File: src/nps_defines.svh
`ifndef NPS_DEFINES_SVH
`define NPS_DEFINES_SVH

// ==========================================================
// timing
`define NPS_CLK_FREQ_MHZ   10
`define NPS_INIT_TIME_US   100
`define NPS_INIT_CYCLES    ((`NPS_INIT_TIME_US) * (`NPS_CLK_FREQ_MHZ))

// ==========================================================
// brake mode codes and config reset values
`define NPS_MODE_STD       2'h0
`define NPS_MODE_OPT1      2'h1
`define NPS_MODE_OPT2      2'h2
`define NPS_CFG_MODE_RST   2'h0

// ==========================================================
// synchronised pin vector positions
`define NPS_PIN_FWD        0
`define NPS_PIN_REV        1
`define NPS_PIN_BRK_STATE  2
`define NPS_PIN_BRK_REQ    3
`define NPS_PIN_STANDSTILL 4
`define NPS_PIN_SVC_BRK    5
`define NPS_PIN_CFG_MODE0  6
`define NPS_PIN_CFG_MODE1  7
`define NPS_PIN_CFG_IMM    8
`define NPS_PIN_CFG_EITHER 9
`define NPS_PIN_CFG_SHORT  10
`define NPS_PIN_COUNT      11

`endif

File: src/nps_pkg.sv
package nps_pkg;

  // ==========================================================
  // interlock states, one-hot
  typedef enum logic [3:0] {
    NPS_ST_INIT = 4'h1,
    NPS_ST_PARK = 4'h2,
    NPS_ST_LOCK = 4'h4,
    NPS_ST_RUN  = 4'h8
  } nps_state_t;

  typedef logic [1:0] nps_mode_t;

endpackage

File: src/nps_interlock.sv
// Summary of operation
// - lever in neutral keeps the starter-inhibit output low.
// - lever in forward or reverse drives starter-inhibit high.
// - during initialization every output is held inactive.
// - after initialization hold neutral until lever cycles through neutral to a direction.
// - standard mode: brake applied forces neutral regardless of lever.
// - standard mode: after brake release, neutral until lever cycle and reselection.
// - option one: request at standstill applies brake output and forces neutral.
// - option one: after request withdrawn keep brake applied until service brake press.
// - option one: service press after withdrawal releases brake and permits direction.
// - option two: request applies brake, withdrawal releases at once, neutral until cycle.
// - immediate option permits direction as soon as parking brake releases.
// - either option permits direction on completed lever cycle, or on service press after brake release.
// - push-button engagement enable only honoured in option one.
`timescale 1ns/10ps
`default_nettype none
`include "nps_defines.svh"

module nps_interlock #(
  parameter int INIT_CYCLES = `NPS_INIT_CYCLES
) (
  input  wire logic sys_clk_i,
  input  wire logic rst_i,
  input  wire logic lever_fwd_i,
  input  wire logic lever_rev_i,
  input  wire logic brake_state_i,
  input  wire logic brake_req_i,
  input  wire logic standstill_i,
  input  wire logic service_brake_i,
  input  wire logic cfg_mode0_i,
  input  wire logic cfg_mode1_i,
  input  wire logic cfg_immediate_i,
  input  wire logic cfg_either_i,
  input  wire logic cfg_short_en_i,
  output logic      start_inhibit_o,
  output logic      dir_fwd_o,
  output logic      dir_rev_o,
  output logic      brake_apply_o,
  output logic      short_engage_ok_o,
  output logic      init_done_o
);

  // ==========================================================
  // pin synchronisers
  logic [`NPS_PIN_COUNT-1:0] pins_s;

  nps_sync #(
    .WIDTH (`NPS_PIN_COUNT)
  ) u_sync (
    .sys_clk_i (sys_clk_i),
    .async_i   ({cfg_short_en_i, cfg_either_i, cfg_immediate_i, cfg_mode1_i, cfg_mode0_i,
                 service_brake_i, standstill_i, brake_req_i, brake_state_i,
                 lever_rev_i, lever_fwd_i}),
    .sync_o    (pins_s)
  );

  wire logic fwd_s   = pins_s[`NPS_PIN_FWD];
  wire logic rev_s   = pins_s[`NPS_PIN_REV];
  wire logic brk_s   = pins_s[`NPS_PIN_BRK_STATE];
  wire logic req_s   = pins_s[`NPS_PIN_BRK_REQ];
  wire logic still_s = pins_s[`NPS_PIN_STANDSTILL];
  wire logic svc_s   = pins_s[`NPS_PIN_SVC_BRK];

  // ==========================================================
  // static configuration, caught while reset is held
  nps_pkg::nps_mode_t cfg_mode_q;
  logic               cfg_imm_q;
  logic               cfg_either_q;
  logic               cfg_short_q;

  always_ff @(posedge sys_clk_i) begin
    if (rst_i) begin
      cfg_mode_q   <= {pins_s[`NPS_PIN_CFG_MODE1], pins_s[`NPS_PIN_CFG_MODE0]};
      cfg_imm_q    <= pins_s[`NPS_PIN_CFG_IMM];
      cfg_either_q <= pins_s[`NPS_PIN_CFG_EITHER];
      cfg_short_q  <= pins_s[`NPS_PIN_CFG_SHORT];
    end
  end

  wire logic mode_std  = (cfg_mode_q == `NPS_MODE_STD);
  wire logic mode_opt1 = (cfg_mode_q == `NPS_MODE_OPT1);
  wire logic mode_opt2 = (cfg_mode_q == `NPS_MODE_OPT2);

  // ==========================================================
  // lever decode
  wire logic lever_n   = !fwd_s && !rev_s;
  wire logic lever_dir = fwd_s ^ rev_s;

  // ==========================================================
  // init counter
  logic [15:0] init_cnt_q;
  logic        init_q;
  wire  logic  init_end = (init_cnt_q == 16'(INIT_CYCLES - 1));

  always_ff @(posedge sys_clk_i) begin
    if (rst_i) begin
      init_cnt_q <= 16'h0000;
      init_q     <= 1'b1;
    end else if (init_q) begin
      init_cnt_q <= init_cnt_q + 16'h0001;
      init_q     <= !init_end;
    end
  end

  // ==========================================================
  // brake apply output logic
  logic      apply_q;
  wire logic req_hit  = req_s && still_s;
  wire logic apply_d1 = apply_q ? (req_s || !svc_s) : req_hit;
  wire logic apply_d2 = apply_q ? req_s : req_hit;
  wire logic apply_d  = !init_q && ((mode_opt1 && apply_d1) || (mode_opt2 && apply_d2));

  // neutral forcing from the brake
  wire logic force_n = (mode_std && brk_s) ||
                       ((mode_opt1 || mode_opt2) && (apply_q || req_hit));

  // ==========================================================
  // interlock state machine
  nps_pkg::nps_state_t st_q;
  nps_pkg::nps_state_t st_d;
  logic                seen_n_q;
  logic                from_brk_q;
  wire  logic          cycled     = seen_n_q && lever_dir;
  wire  logic          either_ok  = cfg_either_q && from_brk_q && svc_s;
  wire  logic          direct_rel = mode_opt1 || cfg_imm_q;

  always_comb begin
    st_d = st_q;
    case (st_q)
      nps_pkg::NPS_ST_INIT: begin
        if (init_end) begin
          st_d = nps_pkg::NPS_ST_LOCK;
        end
      end
      nps_pkg::NPS_ST_PARK: begin
        if (!force_n) begin
          st_d = direct_rel ? nps_pkg::NPS_ST_RUN : nps_pkg::NPS_ST_LOCK;
        end
      end
      nps_pkg::NPS_ST_LOCK: begin
        if (force_n) begin
          st_d = nps_pkg::NPS_ST_PARK;
        end else if (cycled || either_ok) begin
          st_d = nps_pkg::NPS_ST_RUN;
        end
      end
      nps_pkg::NPS_ST_RUN: begin
        if (force_n) begin
          st_d = nps_pkg::NPS_ST_PARK;
        end
      end
      default: begin
        st_d = nps_pkg::NPS_ST_INIT;
      end
    endcase
  end

  wire logic seen_n_d   = (st_q == nps_pkg::NPS_ST_LOCK) && (seen_n_q || lever_n);
  wire logic from_brk_d = (st_q == nps_pkg::NPS_ST_PARK) ||
                          ((st_q == nps_pkg::NPS_ST_LOCK) && from_brk_q);
  wire logic run_ok     = (st_q == nps_pkg::NPS_ST_RUN) && !force_n && !init_q;

  always_ff @(posedge sys_clk_i) begin
    if (rst_i) begin
      st_q       <= nps_pkg::NPS_ST_INIT;
      seen_n_q   <= 1'b0;
      from_brk_q <= 1'b0;
      apply_q    <= 1'b0;
    end else begin
      st_q       <= st_d;
      seen_n_q   <= seen_n_d;
      from_brk_q <= from_brk_d;
      apply_q    <= apply_d;
    end
  end

  // ==========================================================
  // registered outputs
  always_ff @(posedge sys_clk_i) begin
    if (rst_i) begin
      start_inhibit_o   <= 1'b0;
      dir_fwd_o         <= 1'b0;
      dir_rev_o         <= 1'b0;
      short_engage_ok_o <= 1'b0;
      init_done_o       <= 1'b0;
    end else begin
      start_inhibit_o   <= !init_q && lever_dir;
      dir_fwd_o         <= run_ok && fwd_s && !rev_s;
      dir_rev_o         <= run_ok && rev_s && !fwd_s;
      short_engage_ok_o <= !init_q && mode_opt1 && cfg_short_q;
      init_done_o       <= !init_q;
    end
  end

  assign brake_apply_o = apply_q;
endmodule // nps_interlock

`default_nettype wire

File: src/nps_sync.sv
`timescale 1ns/10ps
`default_nettype none

module nps_sync #(
  parameter int WIDTH = 1
) (
  input  wire logic             sys_clk_i,
  input  wire logic [WIDTH-1:0] async_i,
  output logic      [WIDTH-1:0] sync_o
);

  // ==========================================================
  // two-flop synchroniser
  logic [WIDTH-1:0] meta_q;

  always_ff @(posedge sys_clk_i) begin
    meta_q <= async_i;
    sync_o <= meta_q;
  end

endmodule // nps_sync

`default_nettype wire

File: config.mk
export PLATFORM = sky130hd
export DESIGN_NAME = nps_interlock
export DESIGN_NICKNAME = d
export VERILOG_FILES = /design/src/nps_pkg.sv /design/src/nps_interlock.sv /design/src/nps_sync.sv
export VERILOG_INCLUDE_DIRS = /design/src
export SDC_FILE = /design/constraint.sdc
export NUM_CORES = 1
export LEC_CHECK = 0
export BUFFER_PORTS_ARGS = -buffer_cell sky130_fd_sc_hd__buf_2
export CORE_MARGIN = 2
export CORE_UTILIZATION = 55
export DETAILED_ROUTE_END_ITERATION = 10
export HOLD_SLACK_MARGIN = 0.15
export PLACE_DENSITY = 0.76
export SLEW_MARGIN = 20
export SYNTH_ARGS = -nofsm -noshare
export SYNTH_HDL_FRONTEND = slang
export SYNTH_SLANG_ARGS = --single-unit
File: constraint.sdc
create_clock -name sys_clk_i -period 2.05 [get_ports sys_clk_i]
set_clock_uncertainty 0.1 [all_clocks]
set_input_delay 0.3075 -clock sys_clk_i [delete_from_list [all_inputs] [get_ports sys_clk_i]]
set_output_delay 0.3075 -clock sys_clk_i [all_outputs]
set_load 0.01 [all_outputs]
* Yosys cells after proc, flatten, opt, wreduce, memory -nomap -nowiden *
Index checks and enable logic that the tools add are counted.

word-level totals
  register bits after elaboration = 56
  input port bits = 13

cells by class
  add/sub/neg operators = 1
  equal/unequal tests = 11
  mux-type cells = 10
  bitwise operators = 1
  reductions and logical operators = 38

operator list
  operator                                                                  count
  4-bit two-way mux                                                         6
  1-bit logical AND                                                         21
  16-bit by 1-bit adder with 16-bit output (second input constant)          1
  16-bit by 10-bit equality test with 1-bit output (second input constant)  1
  4-bit case mux with 4 select lines                                        1
  1-bit logical OR                                                          9
  1-bit logical NOT                                                         6
  2-bit != test (second input constant)                                     3
  4-bit by 1-bit equality test with 1-bit output (second input constant)    1
  4-bit by 2-bit equality test with 1-bit output (second input constant)    1
  4-bit by 3-bit equality test with 1-bit output (second input constant)    1
  4-bit equality test (second input constant)                               1
  4-bit AND reduction                                                       1
  1-bit two-way mux                                                         3
  3-bit != test (second input constant)                                     1
  2-bit by 1-bit equality test with 1-bit output (second input constant)    1
  2-bit equality test (second input constant)                               1
  2-bit logical NOT                                                         1
  1-bit bitwise XOR                                                         1

* Longest topological paths before layout *
  word-level depth = 9
  gate-level depth with buffers = 6

* Hierarchy *
A second synthesis with hierarchy kept.

second synthesis, totals
  cells, all modules = 181
  area total of the unflattened synthesis = 1994.4 um2

by module, submodules not included
  module         times used  cells an instance  area each (um2)
  nps_interlock  1           159                1554.0
  nps_sync       1           22                 440.4

* Worst setup path before layout *
No wires, ideal clock.

  path kind = register -> register
  from = register init_cnt_q[12]
  to = register st_q[2]
  library setup time = 0.103 ns
  data arrival time = 1.599 ns
  required time = 1.847 ns
  slack = 0.248 ns
  stages on the path, launching flop included = 5
  path through = dfxtp_1 or4_4 nor4b_4 nand3_2 a2111oi_2

on the way
  cells in the longest elaborated chain, start to end = 3

ends and longest elaborated chain
  item                                              line                  RTL
  start: declaration                                nps_interlock.sv:91   logic [15:0] init_cnt_q;
  start signal: assignment                          nps_interlock.sv:100  init_cnt_q <= init_cnt_q + 16'h0001;
  16-bit by 10-bit equality test with 1-bit output  nps_interlock.sv:93   wire logic init_end = (init_cnt_q == 16'(INIT_CYCLES - 1));
  2-bit != test (no line)                           --
  4-bit AND reduction (no line)                     --
  end signal: assignment                            nps_interlock.sv:165  st_q <= nps_pkg::NPS_ST_INIT;
  end signal: assignment                            nps_interlock.sv:170  st_q <= st_d;
  end: declaration                                  nps_interlock.sv:119  nps_pkg::nps_state_t st_q;

No other way between the ends.
A chain may end at the register's enable or synchronous reset.

* Worst setup path in the final report *
Ends and elaborated chain as after synthesis.

==> run metrics <==
result of the run=finished, final reports clean; largest family of logic cells by synthesized area=simple AND/OR/NAND/NOR gates; maximum number of pins on one net before global-route repair=30; initial cell density of the core=0.581; nature of the critical path endpoint=flop; Layout Cells excl Fill=approximately 260; Clk pin slew, worst setup/hold paths=0.15 ns; fraction of synthesized cell area taken by the top area cell type=0.522; cell count after placement=236; Die Outline Area=4050 um2; portion of netlist area occupied by mux cells=0.0109; final instance area=~2200 um2; xor and xnor fraction of the mapped netlist area=0.0537; DP HPWL=2310 um; switching share of total power=0.229; end point of the critical path=st_q[2]; final cycle utilization of the critical path=0.934; sort of element at the start of the critical path=flop; most common cell in the synthesized netlist=sky130_fd_sc_hd__dfxtp_1; DRC violation count after routing=0; number of synthesized flops with an enable pin=5; worst IR drop on VDD=605 uV; Die Y=63.6 um; data required time of the critical path=2.23 ns; final-report setup violation count=0; area of placed instances=~2100 um2; data arrival time at the worst-slack endpoint=~2.1 ns; part of the power in registers=0.675; Hold Fails Final Rpt=0; Hold WC Path Type=flop to flop; # IOs=19; complex-gate fraction of the synthesized area=0.0819; fin nets=226; Synthesized Nets=197; first-iteration detailed-routing DRC count=104; distinct cell type count of the synthesized netlist=40; cell types occupying the most area after synthesis=sky130_fd_sc_hd__dfxtp_1, sky130_fd_sc_hd__edfxtp_1, sky130_fd_sc_hd__nor2_1, sky130_fd_sc_hd__ha_1, sky130_fd_sc_hd__xor2_1; number of antenna violations at the first check in global routing=0; sequential cell area fraction in the yosys report=0.599; setup repair after global routing missed its margin=false; power per unit of standard cell area=761 nW/um2; count of maximum capacitance violations=0; Fmax achieved=522 MHz; remaining global-route overflow=0; global-route wire length before repair=5660 um; origin of the worst setup path=init_cnt_q[12]; slack of the worst reg-to-reg path=between 0.1 and 0.15 ns; H-tree level count=2; switching component of the power=0.393 mW; shortest period the worst path allows=1.92 ns; routability congestion estimate from global placement=0.787; Post-Synthesis Mean Instance Area=10.9 um2; Detailed Routing Iterations Pass 1=4; Synth area leader=sky130_fd_sc_hd__dfxtp_1; clock tree from TritonCTS=done; mapped cell area=1960 um2; vias in the first global route=between 1000 and 1500; cell internal pwr=1.32 mW; count of antenna diodes in the layout=0; fraction of synthesis flops using an asynchronous set or reset pin=0; peak fanout along the critical path=6; CTS Root Buffer Type=sky130_fd_sc_hd__clkbuf_4; setup TNS after final layout=0 ns; chain of cells forming the critical path=or4_4 -> nor4b_4 -> nand3_2 -> a2111oi_2; Std-Cell Rows=21; routed wirelength normalized by instance count=13.2 um; synthesized flop and latch total=56; Synth warnings=0; Setup Crit Path Kind=flop to flop; most frequent cells after synthesis=sky130_fd_sc_hd__dfxtp_1, sky130_fd_sc_hd__nor2_1, sky130_fd_sc_hd__nand3_1, sky130_fd_sc_hd__nand4_1, sky130_fd_sc_hd__xor2_1; deepest clock path buffer count=2; wirelength, routed=3370 um; part of the total power dissipated in combinational logic=0.040; number of clock buffers inserted by TritonCTS=5; Post-Synth Simple-Gate Area=0.197; transition time at the pin with the least slew margin=roughly 0.55 ns; synthesis-to-finish area growth=15.0%; sink count of the clock tree=56; Slew HR=0.633; via count normalized by instance count=5.43; arithmetic-cell share of the synthesized area counting full adders, half adders and majority gates=0.0320; most common flop cell mapped by yosys=sky130_fd_sc_hd__dfxtp_1; part of the total power dissipated in the clock network=0.285; proportion of layout cells with a drive suffix above 1=0.158; core area=around 3400 um2; worst skew pair latency=0.37 ns; count of cells along the worst register-to-register path=4; gate count after technology mapping=~180; cell with the biggest individual delay on the critical path=sky130_fd_sc_hd__or4_4; Port Buf Inserts=18; overall die width=around 64 um; largest stage delay on the critical path=0.56 ns; Reg2Reg Launch Point=init_cnt_q[12]; Pleak=around 0.9 nW; Total Routing Usage GR=0.180; post-route antenna net violation count=0; number of max-slew violations in the final report=0; total vias in the final route=1385; Worst R2R End=st_q[2]
worst min path at each step:
stage / slack (ns) / cells past startpoint / to / startpoint
after floorplan: 0.21 / 0 / u_sync.sync_o[0] / u_sync.meta_q[0]
after global placement: 0.21 / 0 / u_sync.sync_o[8] / u_sync.meta_q[8]
after detailed placement: 0.21 / 0 / u_sync.sync_o[8] / u_sync.meta_q[8]
after CTS: 0.25 / 0 / u_sync.sync_o[8] / u_sync.meta_q[8]
after global routing: 0.25 / 0 / u_sync.sync_o[7] / u_sync.meta_q[7]
final: 0.25 / 0 / u_sync.sync_o[4] / u_sync.meta_q[4]
final cells by class:
cell class / instances / area (um2)
flip-flops and latches: 56 / 1170
fillers: 275 / 1110
multi-input cells: 110 / 734
repair buffers: 29 / 200
well taps: 46 / 57.6
clock buffers: 5 / 37.5
clock inverters: 3 / 25.0
inverters: 6 / 22.5
repair_timing:
| item | CTS | global route |
|---|---|---|
| hold buffers | 11 | 0 |
| buffers inserted | 0 | 0 |
| gates resized for setup | 0 | 0 |
| hold endpoints to repair | 11 | 0 |
critical path: cells and delay by family (launching register included):
| kind | cells | cell delay [ns] |
|---|---|---|
| and+or+nand+nor | 3 | 0.99 |
| DFF | 1 | 0.38 |
| AOI/OAI and AO/OA | 1 | 0.36 |
kinds of logic after synthesis:
group / after synthesis
xor gates and xnor gates: 12
buffers and inverters: 13
AOI/OAI and AO/OA: 23
adders and majority gates: 5
muxes: 2
and+or+nand+nor: 68
DFF: 56
cell usage in the layout, fill, tap and decap left out, types with 2 or more instances in the layout:
master / synthesis / routed
sky130_fd_sc_hd__nand4_1: 7 / 7
sky130_fd_sc_hd__o21ai_0: 4 / 4
sky130_fd_sc_hd__a21oi_1: 6 / 6
sky130_fd_sc_hd__nand3_1: 7 / 7
sky130_fd_sc_hd__nor4_1: 2 / 2
sky130_fd_sc_hd__inv_6: 0 / 2
sky130_fd_sc_hd__dfxtp_1: 51 / 51
sky130_fd_sc_hd__or2_2: 2 / 2
sky130_fd_sc_hd__xor2_1: 7 / 7
sky130_fd_sc_hd__xnor2_1: 5 / 5
sky130_fd_sc_hd__buf_2: 1 / 18
sky130_fd_sc_hd__dlygate4sd3_1: 0 / 11
sky130_fd_sc_hd__nor2_1: 22 / 22
sky130_fd_sc_hd__and3_1: 3 / 3
sky130_fd_sc_hd__clkbuf_4: 0 / 5
sky130_fd_sc_hd__nor4b_1: 2 / 2
sky130_fd_sc_hd__ha_1: 5 / 5
sky130_fd_sc_hd__and4_1: 2 / 2
sky130_fd_sc_hd__nor3_1: 5 / 5
sky130_fd_sc_hd__nor2b_1: 3 / 3
sky130_fd_sc_hd__inv_1: 6 / 6
sky130_fd_sc_hd__a31oi_1: 2 / 2
sky130_fd_sc_hd__nand2_1: 5 / 5
sky130_fd_sc_hd__or3_1: 2 / 2
sky130_fd_sc_hd__a21o_1: 3 / 3
sky130_fd_sc_hd__edfxtp_1: 5 / 5
stage by stage:
| step | hold WS (ns) | util | setup WS [ns] | power [mW] |
|---|---|---|---|---|
| 6_report | 0.245 | 0.669 | 0.135 | 1.71 |
| 3_5_place_dp | 0.214 | 0.617 | 0.159 | 1.23 |
| 3_3_place_gp | 0.210 | 0.617 | 0.214 | 1.22 |
| 2_1_floorplan | 0.210 | - | 0.248 | 1.20 |
| 4_1_cts | 0.246 | 0.669 | 0.116 | 1.72 |
| 5_1_grt | 0.255 | 0.669 | 0.0453 | 1.79 |
power by group through the flow:
stage | Clock (mW) | Combinational (mW) | Sequential, mW
after global routing | 0.550 | 0.0747 | 1.16
after detailed placement | 0 | 0.0506 | 1.18
after floorplan | 0 | 0.0302 | 1.17
after CTS | 0.501 | 0.0669 | 1.16
after global placement | 0 | 0.0476 | 1.18
final | 0.488 | 0.0677 | 1.16
metal layers:
layer,vias up,GRT usage,share of wire
li1,688,-,-
met1,667,0.210,0.44
met2,28,0.311,0.50
met3,2,0.0643,0.047
met4,0,0.0543,0.0056
met5,-,0,0
flip-flops by register name, indices dropped and copies added (netlist names):
name and count:
dir_rev_o 1, st_q 4, brake_apply_o 1, u_sync.sync_o 11, start_inhibit_o 1, dir_fwd_o 1, cfg_short_q 1, init_q 1
from_brk_q 1, u_sync.meta_q 11, init_done_o 1, init_cnt_q 16, cfg_either_q 1, seen_n_q 1, short_engage_ok_o 1, cfg_mode_q 2
cfg_imm_q 1
(Power assumes the default switching activity.)
